**config.mk**
```make
export PLATFORM = sky130hd
export DESIGN_NAME = ht_address_window_filter
export DESIGN_NICKNAME = d
export VERILOG_FILES = /design/src/core/htw_pkg.sv /design/src/core/htw_win_if.sv /design/src/core/htw_win_match.sv /design/src/core/ht_address_window_filter.sv
export SDC_FILE = /design/constraint.sdc
export NUM_CORES = 1
export LEC_CHECK = 0
export ABC_CLOCK_PERIOD_IN_PS = 1000
export BUFFER_PORTS_ARGS = -buffer_cell sky130_fd_sc_hd__buf_2
export CAP_MARGIN = 20
export CORE_AREA = 8 8 317 319
export CTS_CLUSTER_DIAMETER = 120
export CTS_CLUSTER_SIZE = 30
export DETAILED_ROUTE_END_ITERATION = 12
export DIE_AREA = 0 0 325 327
export MAX_ROUTING_LAYER = met4
export SYNTH_ARGS = -nofsm -noshare
export SYNTH_HDL_FRONTEND = slang
export SYNTH_SLANG_ARGS = --single-unit
export TNS_END_PERCENT = 30
```
**constraint.sdc**
```tcl
create_clock -name mclk_i -period 1 [get_ports mclk_i]
set_input_delay 0.3 -clock mclk_i [delete_from_list [all_inputs] [get_ports mclk_i]]
set_output_delay 0.3 -clock mclk_i [all_outputs]
set_load 0.01 [all_outputs]
```
**src/core/htw_pkg.sv**
```systemverilog
package htw_pkg;
  localparam int          ADDR_W        = 40;
  localparam int          RX_WIN_N      = 3;
  localparam int          POST_WIN_N    = 2;
  localparam int          PREF_WIN_N    = 2;
  localparam int          UNC_WIN_N     = 2;
  localparam logic [39:0] CFG_BASE      = 40'hFD_FB00_0000;
  localparam logic [39:0] CFG_LAST      = 40'hFD_FBFF_FFFF;
  localparam logic [39:0] CFG_SPAN_MASK = 40'hFF_FF00_0000;

  typedef enum logic [1:0] {
    RX_INTERNAL,
    RX_P2P,
    RX_ERROR,
    RX_CONFIG
  } rx_route_t;

  typedef enum logic [1:0] {
    TX_NONPOSTED,
    TX_POSTED,
    TX_LOCAL,
    TX_CONFIG
  } tx_route_t;
endpackage : htw_pkg

```
**src/core/htw_win_if.sv**
```systemverilog
interface htw_win_if #(
  parameter int N = 2
);
  logic [N-1:0]             en;
  logic [N-1:0][39:0]       base;
  logic [N-1:0][39:0]       mask;
  logic [39:0]              addr;
  logic                     hit;

  modport match (input en, base, mask, addr, output hit);
  modport user  (output en, base, mask, addr, input hit);
endinterface : htw_win_if

```
**src/core/htw_win_match.sv**
```systemverilog
module htw_win_match #(
  parameter int N = 2
) (
  htw_win_if.match w
);
  logic [N-1:0] each;

  // window hit when enabled and masked address equals masked base
  genvar g;
  generate
    for (g = 0; g < N; g++) begin : g_win
      assign each[g] = w.en[g] && ((w.addr & w.mask[g]) == (w.base[g] & w.mask[g]));
    end
  endgenerate

  assign w.hit = |each;
endmodule : htw_win_match

```
**src/core/ht_address_window_filter.sv**
```systemverilog
module ht_address_window_filter
  import htw_pkg::*;
#(
  parameter int RXN = RX_WIN_N,
  parameter int PSN = POST_WIN_N,
  parameter int PFN = PREF_WIN_N,
  parameter int UCN = UNC_WIN_N
) (
  input  wire logic                 mclk_i,
  input  wire logic                 rstn_i,
  input  wire logic                 device_role_select_i,
  input  wire logic [RXN-1:0]       rx_win_en_i,
  input  wire logic [RXN*40-1:0]    rx_win_base_i,
  input  wire logic [RXN*40-1:0]    rx_win_mask_i,
  input  wire logic [PSN-1:0]       post_win_en_i,
  input  wire logic [PSN*40-1:0]    post_win_base_i,
  input  wire logic [PSN*40-1:0]    post_win_mask_i,
  input  wire logic [PFN-1:0]       pref_win_en_i,
  input  wire logic [PFN*40-1:0]    pref_win_base_i,
  input  wire logic [PFN*40-1:0]    pref_win_mask_i,
  input  wire logic [UCN-1:0]       unc_win_en_i,
  input  wire logic [UCN*40-1:0]    unc_win_base_i,
  input  wire logic [UCN*40-1:0]    unc_win_mask_i,
  input  wire logic                 rx_req_valid_i,
  input  wire logic [39:0]          rx_req_addr_i,
  input  wire logic                 rx_req_dma_i,
  input  wire logic                 rx_req_cfg_i,
  input  wire logic                 tx_req_valid_i,
  input  wire logic [39:0]          tx_req_addr_i,
  input  wire logic                 tx_req_write_i,
  input  wire logic                 tx_req_spec_i,
  input  wire logic                 tx_sent_i,
  output logic                      rx_route_valid_o,
  output rx_route_t                 rx_route_o,
  output logic                      rx_uncached_o,
  output logic                      tx_route_valid_o,
  output tx_route_t                 tx_route_o,
  output logic                      tx_early_done_o
);
  htw_win_if #(.N(RXN)) rx_w ();
  htw_win_if #(.N(PSN)) ps_w ();
  htw_win_if #(.N(PFN)) pf_w ();
  htw_win_if #(.N(UCN)) uc_w ();

  genvar g;
  generate
    for (g = 0; g < RXN; g++) begin : g_rx
      assign rx_w.base[g] = rx_win_base_i[g*40 +: 40];
      assign rx_w.mask[g] = rx_win_mask_i[g*40 +: 40];
    end
    for (g = 0; g < PSN; g++) begin : g_ps
      assign ps_w.base[g] = post_win_base_i[g*40 +: 40];
      assign ps_w.mask[g] = post_win_mask_i[g*40 +: 40];
    end
    for (g = 0; g < PFN; g++) begin : g_pf
      assign pf_w.base[g] = pref_win_base_i[g*40 +: 40];
      assign pf_w.mask[g] = pref_win_mask_i[g*40 +: 40];
    end
    for (g = 0; g < UCN; g++) begin : g_uc
      assign uc_w.base[g] = unc_win_base_i[g*40 +: 40];
      assign uc_w.mask[g] = unc_win_mask_i[g*40 +: 40];
    end
  endgenerate

  assign rx_w.en   = rx_win_en_i;
  assign rx_w.addr = rx_req_addr_i;
  assign ps_w.en   = post_win_en_i;
  assign ps_w.addr = tx_req_addr_i;
  assign pf_w.en   = pref_win_en_i;
  assign pf_w.addr = tx_req_addr_i;
  assign uc_w.en   = unc_win_en_i;
  assign uc_w.addr = rx_req_addr_i;

  htw_win_match #(.N(RXN)) u_rx (.w(rx_w));
  htw_win_match #(.N(PSN)) u_ps (.w(ps_w));
  htw_win_match #(.N(PFN)) u_pf (.w(pf_w));
  htw_win_match #(.N(UCN)) u_uc (.w(uc_w));

  // configuration space decode reuses the window matcher with one fixed window
  htw_win_if #(.N(1)) cf_w ();

  assign cf_w.en   = 1'b1;
  assign cf_w.base = CFG_BASE;
  assign cf_w.mask = CFG_SPAN_MASK;
  assign cf_w.addr = tx_req_addr_i;

  htw_win_match #(.N(1)) u_cf (.w(cf_w));

  // inbound decode terms
  logic      rx_hit;
  logic      rx_unc_hit;
  logic      rx_cfg_req;
  logic      rx_dma_req;
  logic      rx_dev_role;
  logic      rx_dma_unc;
  rx_route_t rx_route_next;
  logic      rx_uncached_next;

  // outbound decode terms
  logic      tx_cfg_hit;
  logic      tx_post_hit;
  logic      tx_pref_hit;
  logic      tx_is_write;
  logic      tx_is_spec_read;
  logic      tx_keep_local;
  logic      tx_make_posted;
  tx_route_t tx_route_next;

  // posted write completion tracking
  logic      tx_posted_req;
  logic      posted_pend_reg;
  logic      posted_pend_next;
  logic      early_done_next;

  assign rx_hit      = rx_w.hit;
  assign rx_unc_hit  = uc_w.hit;
  assign rx_cfg_req  = rx_req_cfg_i;
  assign rx_dma_req  = rx_req_dma_i;
  assign rx_dev_role = device_role_select_i;
  assign rx_dma_unc  = rx_dma_req && rx_unc_hit;

  assign tx_cfg_hit      = cf_w.hit;
  assign tx_post_hit     = ps_w.hit;
  assign tx_pref_hit     = pf_w.hit;
  assign tx_is_write     = tx_req_write_i;
  assign tx_is_spec_read = tx_req_spec_i && !tx_req_write_i;
  // speculative reads outside config space stay local unless a prefetch window lets them out
  assign tx_keep_local   = tx_is_spec_read && !tx_pref_hit;
  assign tx_make_posted  = tx_is_write && tx_post_hit;
  assign tx_posted_req   = tx_req_valid_i && (tx_route_next == TX_POSTED);

  // a link-side config access wins, then the windows, then the role decides
  always_comb begin
    if (rx_cfg_req) begin
      rx_route_next = RX_CONFIG;
    end else if (rx_hit) begin
      rx_route_next = RX_INTERNAL;
    end else if (rx_dev_role) begin
      rx_route_next = RX_ERROR;
    end else begin
      rx_route_next = RX_P2P;
    end
  end

  // coherent unless an uncache window hits a DMA access
  always_comb begin
    if (rx_dma_unc) begin
      rx_uncached_next = 1'b1;
    end else begin
      rx_uncached_next = 1'b0;
    end
  end

  // config space first; a speculative read kept local never reaches the link
  always_comb begin
    if (tx_cfg_hit) begin
      tx_route_next = TX_CONFIG;
    end else if (tx_keep_local) begin
      tx_route_next = TX_LOCAL;
    end else if (tx_make_posted) begin
      tx_route_next = TX_POSTED;
    end else begin
      tx_route_next = TX_NONPOSTED;
    end
  end

  // a new posted request wins over a send in the same cycle
  always_comb begin
    if (tx_posted_req) begin
      posted_pend_next = 1'b1;
    end else if (tx_sent_i) begin
      posted_pend_next = 1'b0;
    end else begin
      posted_pend_next = posted_pend_reg;
    end
  end

  // completion goes back when the write leaves, no link answer awaited
  assign early_done_next = posted_pend_reg && tx_sent_i;

  always_ff @(posedge mclk_i or negedge rstn_i) begin
    if (!rstn_i) begin
      rx_route_valid_o <= 1'b0;
    end else begin
      rx_route_valid_o <= rx_req_valid_i;
    end
  end

  always_ff @(posedge mclk_i or negedge rstn_i) begin
    if (!rstn_i) begin
      rx_route_o <= RX_INTERNAL;
    end else if (rx_req_valid_i) begin
      rx_route_o <= rx_route_next;
    end
  end

  always_ff @(posedge mclk_i or negedge rstn_i) begin
    if (!rstn_i) begin
      rx_uncached_o <= 1'b0;
    end else if (rx_req_valid_i) begin
      rx_uncached_o <= rx_uncached_next;
    end
  end

  always_ff @(posedge mclk_i or negedge rstn_i) begin
    if (!rstn_i) begin
      tx_route_valid_o <= 1'b0;
    end else begin
      tx_route_valid_o <= tx_req_valid_i;
    end
  end

  always_ff @(posedge mclk_i or negedge rstn_i) begin
    if (!rstn_i) begin
      tx_route_o <= TX_NONPOSTED;
    end else if (tx_req_valid_i) begin
      tx_route_o <= tx_route_next;
    end
  end

  always_ff @(posedge mclk_i or negedge rstn_i) begin
    if (!rstn_i) begin
      posted_pend_reg <= 1'b0;
    end else begin
      posted_pend_reg <= posted_pend_next;
    end
  end

  always_ff @(posedge mclk_i or negedge rstn_i) begin
    if (!rstn_i) begin
      tx_early_done_o <= 1'b0;
    end else begin
      tx_early_done_o <= early_done_next;
    end
  end
endmodule : ht_address_window_filter

```
# Yosys cells after proc, flatten, opt, wreduce, memory -nomap -nowiden
# Index checks and enable logic that the tools add are counted.
[word_totals] reg_bits=9 in_bits=819 out_inout_bits=8 elab_cells=67
[classes] n_eq_ne=11 muxes=9 n_bitwise=18 n_reduce_logical=22
[ops] cell="40-bit bitwise AND" count=18
[ops] cell="40-bit equality test" count=9
[ops] cell="16-bit equality test, second input constant" count=1
[ops] cell="1-bit logical AND" count=15
[ops] cell="2-bit two-way mux" count=5
[ops] cell="2-bit OR reduction" count=3
[ops] cell="1-bit two-way mux" count=4
[ops] cell="3-bit OR reduction" count=1
[ops] cell="2-bit by 1-bit equality test with 1-bit output, second input constant" count=1
[ops] cell="1-bit logical NOT" count=2
[ops] cell="2-bit nonzero test" count=1

# Longest topological paths before layout
# Gate-level depths: netlist of run 1.
[depth] word_depth=11 ltp_mapped=7 ltp_nobuf=6

# Hierarchy
# From an unflattened synthesis of run 1, not the netlist that was laid out.
[unflattened] cells_unflattened=682 hier_area_um2=5940.7
[by_module_without_submodules] module="htw_win_match at u_pf ..." instances=3 cells_per_inst=130 area_per_inst_um2=1112.3 seq_area_each_um2=0.0
[by_module_without_submodules] module="htw_win_match at u_rx" instances=1 cells_per_inst=196 area_per_inst_um2=1695.4 seq_area_each_um2=0.0
[by_module_without_submodules] module="htw_win_match at u_cf" instances=1 cells_per_inst=65 area_per_inst_um2=569.3 seq_area_each_um2=0.0
[by_module_without_submodules] module="ht_address_window_filter" instances=1 cells_per_inst=31 area_per_inst_um2=339.1 seq_area_each_um2=225.2

# Least setup slack after synthesis of run 1
# Ideal clock, no wire load.
[synth_timing] path_type="input to register" from="input tx_req_addr_i[35]" to="register tx_route_o[1]" arrival_ns=1.611 path_slack_ns=-0.737 cell_stages=7 cell_sequence="buf_2 > xor2_1 > a22oi_1 > nand4_1 > or4_1 > o211ai_1 > a21oi_1"
[synth_between] elab_chain_cells=8 word_cells_on_any_way=12
[synth_lines] element="start, declared" line="ht_address_window_filter.sv:29" source="input wire logic [39:0] tx_req_addr_i,"
[synth_lines] element="40-bit bitwise AND" line="htw_win_match.sv:12" source="assign each[g] = w.en[g] && ((w.addr & w.mask[g]) == (w.base[g] & w.mask[g]));"
[synth_lines] element="40-bit equality test" line="htw_win_match.sv:12"
[synth_lines] element="1-bit logical AND" line="htw_win_match.sv:12"
[synth_lines] element="2-bit OR reduction" line="htw_win_match.sv:16" source="assign w.hit = |each;"
[synth_lines] element="1-bit logical NOT" line="ht_address_window_filter.sv:128" source="assign tx_keep_local = tx_is_spec_read && !tx_pref_hit;"
[synth_lines] element="1-bit logical AND" line="ht_address_window_filter.sv:128"
[synth_lines] element="2-bit two-way mux" line="ht_address_window_filter.sv:158" source="end else if (tx_keep_local) begin"
[synth_lines] element="2-bit two-way mux *" line="ht_address_window_filter.sv:156" source="if (tx_cfg_hit) begin"
[synth_lines] element="end signal, assigned" line="ht_address_window_filter.sv:217" source="tx_route_o <= tx_route_next;"
[synth_lines] element="end, declared" line="ht_address_window_filter.sv:37" source="output tx_route_t tx_route_o,"
# Mark *: on every way between the ends. The rest lies on a longest branch, timed or not.
# A chain may end at the register's enable or synchronous reset.

# Worst setup path after layout of run 1
[layout_timing] from="input rx_req_addr_i[5]" to="register rx_route_o[0]"
[layout_between] elab_chain_cells=6 word_cells_on_any_way=12
[layout_lines] element="start, declared" line="ht_address_window_filter.sv:25" source="input wire logic [39:0] rx_req_addr_i,"
[layout_lines] element="40-bit bitwise AND" line="htw_win_match.sv:12"
[layout_lines] element="40-bit equality test" line="htw_win_match.sv:12"
[layout_lines] element="1-bit logical AND" line="htw_win_match.sv:12"
[layout_lines] element="3-bit OR reduction *" line="htw_win_match.sv:16"
[layout_lines] element="2-bit two-way mux *" line="ht_address_window_filter.sv:136" source="end else if (rx_hit) begin"
[layout_lines] element="2-bit two-way mux *" line="ht_address_window_filter.sv:134" source="if (rx_cfg_req) begin"
[layout_lines] element="end signal, assigned" line="ht_address_window_filter.sv:193" source="rx_route_o <= rx_route_next;"
[layout_lines] element="end, declared" line="ht_address_window_filter.sv:34" source="output rx_route_t rx_route_o,"
# Marked as above.

==> results of run 1 <==
[placed cells by master, fill, tap and decap left out, types with 4 or more instances in the layout]
master	netlist	routed
diode_2	0	40
buf_6	6	34
nor4_4	0	4
nand2_1	14	13
buf_4	0	136
buf_2	37	796
xor2_1	360	344
a222oi_1	8	8
buf_12	0	20
buf_8	0	7
a221oi_1	9	7
xor2_2	0	12
dfrtp_1	9	9
a22oi_2	0	18
nand4_1	41	41
a22oi_1	146	128
xor2_4	0	4
a22o_1	9	9
[per-layer routing]
metal / routed length [um] / up-vias / global-route usage [%] / share of wire (%)
met5: 0 / - / - / 0
met4: 3050 / 0 / 3.93 / 3.6
met3: 5900 / 131 / 3.91 / 6.9
met2: 47800 / 660 / 30.7 / 56
met1: 28700 / 4652 / 14.8 / 34
li1: - / 4476 / - / -
[metrics by stage]
| stage | total power, W | setup slack [ps] | utilization [%] |
|---|---|---|---|
| floorplan | 0.00233 | -657 | - |
| detailed placement | 0.00638 | -2210 | 12.9 |
| global route | 0.00803 | -1040 | 14.0 |
| global placement | 0.00636 | -2210 | 12.9 |
| finish | 0.00751 | -1020 | 14.0 |
| CTS | 0.00759 | -1180 | 13.4 |
[power breakdown]
part           internal [W]  leakage (nW)  switching, W
Combinational       0.00301          6.48       0.00322
Sequential         0.000382         0.111    0.00000927
Clock              0.000545        0.0384      0.000345
[logic make-up after synthesis]
group / Yosys count
compound gates: 183
xor+xnor: 360
buf+inv: 60
flops: 9
mux: 2
simple gates: 79
[area by class of cell]
type	instances	area (um^2)
Sequential cell	9	225
Antenna cell	40	100
Tap cell	1276	1600
Timing Repair Buffer	996	5940
Multi-Input combinational cell	624	5440
Clock buffer	4	78.8
Inverter	3	11.3
Fill cell	11100	82300
[cells in the mapped netlist (all sizes together), types with 2 or more instances]
library cell	number	area, um^2
a22o	9	78.8
or4	3	22.5
a221oi	9	78.8
mux2i	2	20.0
a222oi	8	80.1
and3	2	12.5
nor2	3	11.3
nand4	42	269
dfrtp	9	225
clkbuf	13	48.8
a22oi	146	1100
nor4	6	37.5
and4	3	26.3
inv	3	11.3
o22ai	2	12.5
buf	44	256
nand4b	2	17.5
nand2	14	52.6
xor2	360	3150
[timing repair]
| item | 4_1_cts | 5_1_grt |
|---|---|---|
| pin swaps | 33 | 44 |
| endpoints found under the hold margin | 4 | 0 |
| buffers inserted | 6 | 13 |
| setup endpoints to repair | 14 | 14 |
| gates resized for setup | 87 | 79 |
| hold buffers | 1 | 0 |
[how the worst max path moves through the flow]
stage	slack, ps	end	start
6_report	-1020	rx_route_o[0]$_DFFE_PN0P_	rx_req_addr_i[5]
5_1_grt	-1040	rx_uncached_o$_DFFE_PN0P_	rx_req_addr_i[5]
4_1_cts	-1180	rx_uncached_o$_DFFE_PN0P_	rx_req_addr_i[5]
3_5_place_dp	-2210	rx_uncached_o$_DFFE_PN0P_	rx_req_addr_i[5]
3_3_place_gp	-2210	rx_uncached_o$_DFFE_PN0P_	rx_req_addr_i[5]
2_1_floorplan	-660	tx_route_o[1]$_DFFE_PN0P_	tx_req_addr_i[33]
==> flow_metrics.env, run 1 <==
export IMPL_gp_congestion=1.01
export IMPL_hp_start="device_role_select_i"
export IMPL_fin_crit_sh_pct=202
export IMPL_clockBufferDepth=2
export IMPL_clk_latency_ps=260
export IMPL_avgSynthCellArea_um2=8.09
export IMPL_synth_compound_area_share_pct=25.3
export IMPL_fin_skew_ps=0.998
export IMPL_portBuffers=826
export IMPL_fin_cells=2952
export IMPL_cts_tree="done"
export IMPL_syn_inst=693
export IMPL_synthAdderAreaFrac_pct=0
export IMPL_worst_slew_pin_slew_ps=964
export IMPL_wl_um=85400
export IMPL_via_count=9919
export IMPL_path_delay_family="compound AO/OA/AOI/OAI gates"
export IMPL_power_density_nw_per_um2=561
export IMPL_rows=114
export IMPL_path_common_cell="buf_12"
export IMPL_fp_dieH_um=327
export IMPL_start_util_pct=5.86
export IMPL_yosys_area_share_simple_pct=8.41
export IMPL_postLayoutCellArea_um2=13400
export IMPL_crit_fanout=3
export IMPL_synthMuxAreaShare_pct=0.357
export IMPL_numCtsBuffers=3
export IMPL_final_nets=2456
export IMPL_avgViaCountPerCell=3.36
export IMPL_grt_usage_pct=15.5
export IMPL_p_leak_nw=6.63
export IMPL_synth_distinct_cells=35
export IMPL_synth_edff_count=0
export IMPL_grt_pass1_vias=10900
export IMPL_r2r_slack_ps=210
export IMPL_min_path_cells=2
export IMPL_max_stage_delay_ps=860
export IMPL_min_to="rx_route_o[0]$_DFFE_PN0P_"
export IMPL_drive_gt1_share_pct=63.9
export IMPL_io_pins=827
export IMPL_finalSetupTns_ps=-5970
export IMPL_synthArstFlopShare_pct=100
export IMPL_r2r_start="rx_uncached_o$_DFFE_PN0P_"
export IMPL_dieArea_um2=106000
export IMPL_placed_cells=2890
export IMPL_die_w_um=325
export IMPL_syn_nets=1512
export IMPL_relSlewSlack_pct=35.7
export IMPL_clock_sinks=9
export IMPL_cp_arrival_ps=2170
export IMPL_cts_root_buf="clkbuf_16"
export IMPL_slew_viol_final=0
export IMPL_finalHoldViolCount=0
export IMPL_ir_drop_uv=467
export IMPL_worstPathBufferInverterCount=3
export IMPL_fmax_mhz=494
export IMPL_synthesis_yosys_warnings=0
export IMPL_synth_top_flop_cell="dfrtp_1"
export IMPL_end_kind="flop"
export IMPL_violations="setup timing"
export IMPL_post_dp_cell_area_um2=12300
export IMPL_yosysSeqAreaShare_pct=4.02
export IMPL_fin_ws_ps=-1020
export IMPL_syn_area_um2=5610
export IMPL_reg_top3="rx_route_o x2, tx_route_o x2"
export IMPL_grt_overflow_total=0
export IMPL_path_cells="buf_12, buf_12, buf_4, xor2_2, a222oi_1, a32o_2, o41ai_1"
export IMPL_drc=0
export IMPL_grt_pass1_wl_um=107000
export IMPL_reg2reg_to="rx_uncached_o$_DFFE_PN0P_"
export IMPL_synth_top_family_by_area="XOR/XNOR gates"
export IMPL_grt_max_degree=10
export IMPL_cp_start_kind="primary input"
export IMPL_antenna_found_initial=69
export IMPL_cp_num_cells=7
export IMPL_crit_required_ps=1150
export IMPL_hold_ws_ps=242
export IMPL_wl_per_cell_um=28.9
export IMPL_ant_nets=0
export IMPL_initialDrtViolationCount=576
export IMPL_h_tree_depth=1
export IMPL_rsz0062_at_grt="true"
export IMPL_area_growth_pct=139
export IMPL_hold_class="primary input to flop"
export IMPL_synthXorXnorAreaFrac_pct=56.2
export IMPL_critPathKind="primary input to flop"
export IMPL_status="complete, but fails checks"
export IMPL_setup_viol=14
export IMPL_clk_pin_slew_worst_paths_ps=60
export IMPL_firstDrtPassIters=5
export IMPL_core_area_um2=95700
export IMPL_reg2regPathDepth=2
export IMPL_period_needed_ps=2020
export IMPL_crit_path_top_delay_cell="a222oi_1"
export IMPL_ys_ff_latch=9
export IMPL_dp_hpwl_um=81000
export IMPL_cap_viol_max_count=0
Note: power is estimated with default switching activity, not from simulation.
==> inputs of run 2 (changes only) <==
--- a/config.mk
+++ b/config.mk
@@ -14,6 +14,7 @@
 export DETAILED_ROUTE_END_ITERATION = 12
 export DIE_AREA = 0 0 325 327
 export MAX_ROUTING_LAYER = met4
+export PLACE_DENSITY_LB_ADDON = 0.2
 export SYNTH_ARGS = -nofsm -noshare
 export SYNTH_HDL_FRONTEND = slang
 export SYNTH_SLANG_ARGS = --single-unit
==> flow_metrics.env, run 2 (synthesis results as in run 1) <==
export IMPL_p_leak_nw=6.52
export IMPL_fin_crit_sh_pct=195
export IMPL_grt_max_degree=10
export IMPL_fp_dieH_um=327
export IMPL_fin_ws_ps=-947
export IMPL_avgViaCountPerCell=3.19
export IMPL_grt_overflow_total=0
export IMPL_drc=0
export IMPL_end_kind="flop"
export IMPL_cts_tree="done"
export IMPL_drive_gt1_share_pct=63.8
export IMPL_ant_nets=0
export IMPL_hold_ws_ps=255
export IMPL_grt_pass1_wl_um=102000
export IMPL_rows=114
export IMPL_rsz0062_at_grt="true"
export IMPL_core_area_um2=95700
export IMPL_initialDrtViolationCount=361
export IMPL_use_met1_pct=12.9
export IMPL_grt_usage_pct=14.8
export IMPL_grt_pass1_vias=10800
export IMPL_critPathKind="primary input to flop"
export IMPL_dp_hpwl_um=78000
export IMPL_cap_viol_max_count=0
export IMPL_final_common_cell="buf_2"
export IMPL_fillers=11300
export IMPL_fin_skew_ps=0.451
export IMPL_clock_sinks=9
export IMPL_power_density_nw_per_um2=544
export IMPL_crit_fanout=3
export IMPL_grtUsageMet2_pct=30.2
export IMPL_die_w_um=325
export IMPL_cp_arrival_ps=2140
export IMPL_top_usage_layer="met2"
export IMPL_h_tree_depth=1
export IMPL_dieArea_um2=106000
export IMPL_min_path_cells=1
export IMPL_ir_drop_uv=376
export IMPL_antenna_found_initial=70
export IMPL_portBuffers=826
export IMPL_wl_um=81200
export IMPL_clockBufferDepth=2
export IMPL_violations="setup timing"
export IMPL_clk_latency_ps=250
export IMPL_area_growth_pct=136
export IMPL_mostFrequentLayoutCells="788 x buf_2, 344 x xor2_1, 139 x buf_4, 129 x a22oi_1, 41 x nand4_1"
export IMPL_via_count=9367
export IMPL_cts_root_buf="clkbuf_16"
export IMPL_io_pins=827
export IMPL_wl_per_cell_um=27.7
export IMPL_reg2regPathDepth=2
export IMPL_cp_start_kind="primary input"
export IMPL_crit_required_ps=1190
export IMPL_status="complete, but fails checks"
export IMPL_clk_pin_slew_worst_paths_ps=50
export IMPL_grt_util_met3_pct=4.35
export IMPL_gp_congestion=0.827
export IMPL_slew_viol_final=0
export IMPL_reg_top3="rx_route_o x2, tx_route_o x2"
export IMPL_period_needed_ps=1950
export IMPL_setup_viol=14
export IMPL_hold_class="primary input to flop"
export IMPL_final_nets=2441
export IMPL_start_util_pct=5.86
export IMPL_finalHoldViolCount=0
export IMPL_fmax_mhz=514
export IMPL_finalSetupTns_ps=-5300
export IMPL_relSlewSlack_pct=44.0
export IMPL_firstDrtPassIters=5
export IMPL_numCtsBuffers=3
export IMPL_worst_slew_pin_slew_ps=841
export IMPL_p_total_w=0.00719
run 2: timing repair:
item,4_1_cts,5_1_grt
hold buffers,1,0
endpoints found under the setup margin,14,14
pin swaps,45,43
resized for setup,101,40
hold endpoints to repair,9,0
setup buffers,1,5
run 2: worst paths after layout:
path / startpoint / to / slack (ps)
hold / removal: tx_req_valid_i / tx_route_valid_o$_DFF_PN0_ / 250
min in group asynchronous: rstn_i / rx_route_o[1]$_DFFE_PN0P_ / 540
setup / recovery: rx_req_addr_i[14] / rx_uncached_o$_DFFE_PN0P_ / -950
max in group asynchronous: rstn_i / posted_pend_reg$_DFFE_PN0P_ / 190
hold reg to reg: posted_pend_reg$_DFFE_PN0P_ / tx_early_done_o$_DFF_PN0_ / 520
setup reg to reg: rx_route_o[0]$_DFFE_PN0P_ / rx_route_o[0]$_DFFE_PN0P_ / 150
run 2: metrics by stage:
stage	area [um^2]	setup WS (ps)	util [%]	instances
after floorplan	5790	-657	-	693
after global placement	12400	-1480	13.0	2891
after detailed placement	12400	-1500	13.0	2891
after CTS	12900	-1050	13.5	2893
after global routing	13200	-991	13.8	2931
final	13200	-947	13.8	2937
run 2: power breakdown:
part	total, W	switching, W	internal, W
clock network	0.000787	0.000247	0.000540
registers	0.000400	0.0000161	0.000384
logic	0.00600	0.00304	0.00296
total	0.00719	0.00331	0.00388
run 2: layout make-up:
type	instances	area, um^2	share of cell area (%)
diodes	40	100	0.757
clock buffers	4	78.8	0.596
inverters	3	11.3	0.0852
multi-input cells	624	5420	41.0
flip-flops and latches	9	225	1.70
well taps	1276	1600	12.1
repair buffers	981	5790	43.8
run 2: worst max-delay path, stage by stage:
cell,delay (ps)
buf_4,160
buf_12,150
xor2_1,160
a22oi_2,340
nand4_1,220
or4_4,510
o22ai_2,120
a31o_1,160
run 2: per-layer routing:
| layer | share of wire, % | up-vias | routed length (um) |
|---|---|---|---|
| met3 | 7.4 | 100 | 6050 |
| met4 | 3.2 | 0 | 2620 |
| met5 | 0 | - | 0 |
| met2 | 58 | 584 | 47400 |
| li1 | - | 4450 | - |
| met1 | 31 | 4233 | 25100 |
==> inputs of run 3 (changes only) <==
--- a/config.mk
+++ b/config.mk
@@ -15,6 +15,7 @@
 export DIE_AREA = 0 0 325 327
 export MAX_ROUTING_LAYER = met4
 export PLACE_DENSITY_LB_ADDON = 0.2
+export REMOVE_ABC_BUFFERS = 1
 export SYNTH_ARGS = -nofsm -noshare
 export SYNTH_HDL_FRONTEND = slang
 export SYNTH_SLANG_ARGS = --single-unit
==> flow_metrics.env, run 3 (synthesis results as in run 1) <==
export IMPL_dp_hpwl_um=74400
export IMPL_numCtsBuffers=3
export IMPL_finalHoldViolCount=0
export IMPL_clock_sinks=9
export IMPL_grt_overflow_total=0
export IMPL_rows=114
export IMPL_fin_skew_ps=0.108
export IMPL_rsz0062_at_grt="true"
export IMPL_avgViaCountPerCell=3.25
export IMPL_grt_util_met3_pct=4.17
export IMPL_cp_arrival_ps=2190
export IMPL_final_common_cell="buf_2"
export IMPL_setup_viol=14
export IMPL_reg_top3="rx_route_o x2, tx_route_o x2"
export IMPL_relSlewSlack_pct=58.3
export IMPL_cts_tree="done"
export IMPL_use_met1_pct=20.7
export IMPL_crit_path_top_delay_cell="or4_4"
export IMPL_final_nets=2465
export IMPL_max_stage_delay_ps=610
export IMPL_fp_dieH_um=327
export IMPL_grt_usage_pct=14.1
export IMPL_fin_ws_ps=-991
export IMPL_clockBufferDepth=2
export IMPL_dieArea_um2=106000
export IMPL_cap_viol_max_count=0
export IMPL_crit_required_ps=1200
export IMPL_drive_gt1_share_pct=65.0
export IMPL_cp_start_kind="primary input"
export IMPL_slew_viol_final=0
export IMPL_ant_nets=0
export IMPL_top_usage_layer="met1"
export IMPL_critPathKind="primary input to flop"
export IMPL_status="complete, but fails checks"
export IMPL_grtUsageMet2_pct=19.9
export IMPL_p_leak_nw=6.72
export IMPL_wl_per_cell_um=26.5
export IMPL_p_total_w=0.00742
export IMPL_power_density_nw_per_um2=547
export IMPL_cts_root_buf="clkbuf_16"
export IMPL_violations="setup timing"
export IMPL_grt_pass1_vias=10100
export IMPL_core_area_um2=95700
export IMPL_start_util_pct=5.86
export IMPL_clk_latency_ps=250
export IMPL_clk_pin_slew_worst_paths_ps=60
export IMPL_end_kind="flop"
export IMPL_crit_fanout=1
export IMPL_area_growth_pct=142
export IMPL_worst_slew_pin_slew_ps=626
export IMPL_via_count=9547
export IMPL_initialDrtViolationCount=671
export IMPL_place_ws_ps=-1780
export IMPL_ir_drop_uv=405
export IMPL_die_w_um=325
export IMPL_h_tree_depth=1
export IMPL_grt_pass1_wl_um=98100
export IMPL_firstDrtPassIters=5
export IMPL_wl_um=78000
export IMPL_fmax_mhz=502
export IMPL_fin_crit_sh_pct=199
export IMPL_portBuffers=826
export IMPL_drc=0
export IMPL_io_pins=827
export IMPL_antenna_found_initial=33
export IMPL_hold_class="primary input to flop"
export IMPL_path_cells="buf_6, xor2_1, a22oi_2, nand4_1, or4_4, o22ai_2, a31o_1"
export IMPL_mostFrequentLayoutCells="778 x buf_2, 341 x xor2_1, 138 x buf_4, 122 x a22oi_1, 68 x buf_6"
export IMPL_grt_max_degree=10
export IMPL_gp_congestion=0.919
export IMPL_period_needed_ps=1990
==> run 3: changes by cell type in the layout (fill, tap and decap cells not counted), moves of 3 or more <==
| cell | previous run | this run |
|---|---|---|
| xor2_2 | 11 | 14 |
| nor4_4 | 1 | 5 |
| diode_2 | 40 | 21 |
| buf_2 | 788 | 778 |
| a22oi_1 | 129 | 122 |
| nor4_2 | 5 | 1 |
| a22oi_2 | 17 | 24 |
| buf_6 | 26 | 68 |
| xor2_1 | 344 | 341 |
| buf_12 | 20 | 12 |
==> run 3: path summary, 6_finish.rpt <==
| path | depth (start not counted) | end | from | slack (ps) |
|---|---|---|---|---|
| max in group asynchronous | 2 | tx_route_o[0]$_DFFE_PN0P_ | rstn_i | 220 |
| setup reg to reg | 3 | tx_route_o[1]$_DFFE_PN0P_ | tx_route_o[1]$_DFFE_PN0P_ | 150 |
| hold reg to reg | 1 | tx_early_done_o$_DFF_PN0_ | posted_pend_reg$_DFFE_PN0P_ | 500 |
| min in group asynchronous | 2 | tx_route_o[1]$_DFFE_PN0P_ | rstn_i | 490 |
| setup / recovery | 7 | rx_uncached_o$_DFFE_PN0P_ | unc_win_base_i[68] | -990 |
| hold / removal | 2 | rx_route_o[0]$_DFFE_PN0P_ | device_role_select_i | 240 |
==> run 3: layer usage <==
layer | vias to the layer above | share of wire (%)
li1 | 4462 | -
met1 | 4569 | 49
met2 | 498 | 42
met3 | 18 | 8.3
met4 | 0 | 0.30
met5 | - | 0
==> run 3: area by class of cell <==
class | count | area (um^2)
Antenna cell | 21 | 52.6
Multi-Input combinational cell | 624 | 5520
Tap cell | 1276 | 1600
Inverter | 3 | 11.3
Clock buffer | 4 | 78.8
Sequential cell | 9 | 225
Fill cell | 11200 | 82200
Timing Repair Buffer | 1005 | 6070
==> run 3: timing repair <==
| item | CTS | global route |
|---|---|---|
| endpoints found under the setup margin | 14 | 14 |
| pin swaps | 74 | 47 |
| hold endpoints to repair | 9 | 0 |
| gates resized for setup | 144 | 70 |
| buffers inserted | 8 | 6 |
| hold buffers | 1 | 0 |
==> run 3: power breakdown <==
part           leakage (nW)  internal [W]  switching (W)  total [W]
registers             0.111      0.000383      0.0000153   0.000398
clock network        0.0383      0.000543       0.000295   0.000838
logic                  6.57       0.00309        0.00310    0.00618
==> run 3: stage by stage <==
stage / hold WS, ps / setup TNS (ps) / utilization, % / instances / instance area, um^2
floorplan: 4.41 / -2640 / - / 636 / 5300
global placement: 265 / -9220 / 13.0 / 2904 / 12400
detailed placement: 267 / -9280 / 13.0 / 2904 / 12400
CTS: 208 / -6070 / 13.7 / 2915 / 13200
global route: 238 / -6460 / 14.1 / 2935 / 13500
finish: 242 / -5770 / 14.2 / 2942 / 13600
==> run 3: worst max-delay path: cells and delay by family <==
| kind | cells | cell delay, ps |
|---|---|---|
| and+or+nand+nor | 2 | 970 |
| AOI/OAI and AO/OA | 3 | 670 |
| xor gates and xnor gates | 1 | 150 |
| buffers and inverters | 1 | 100 |
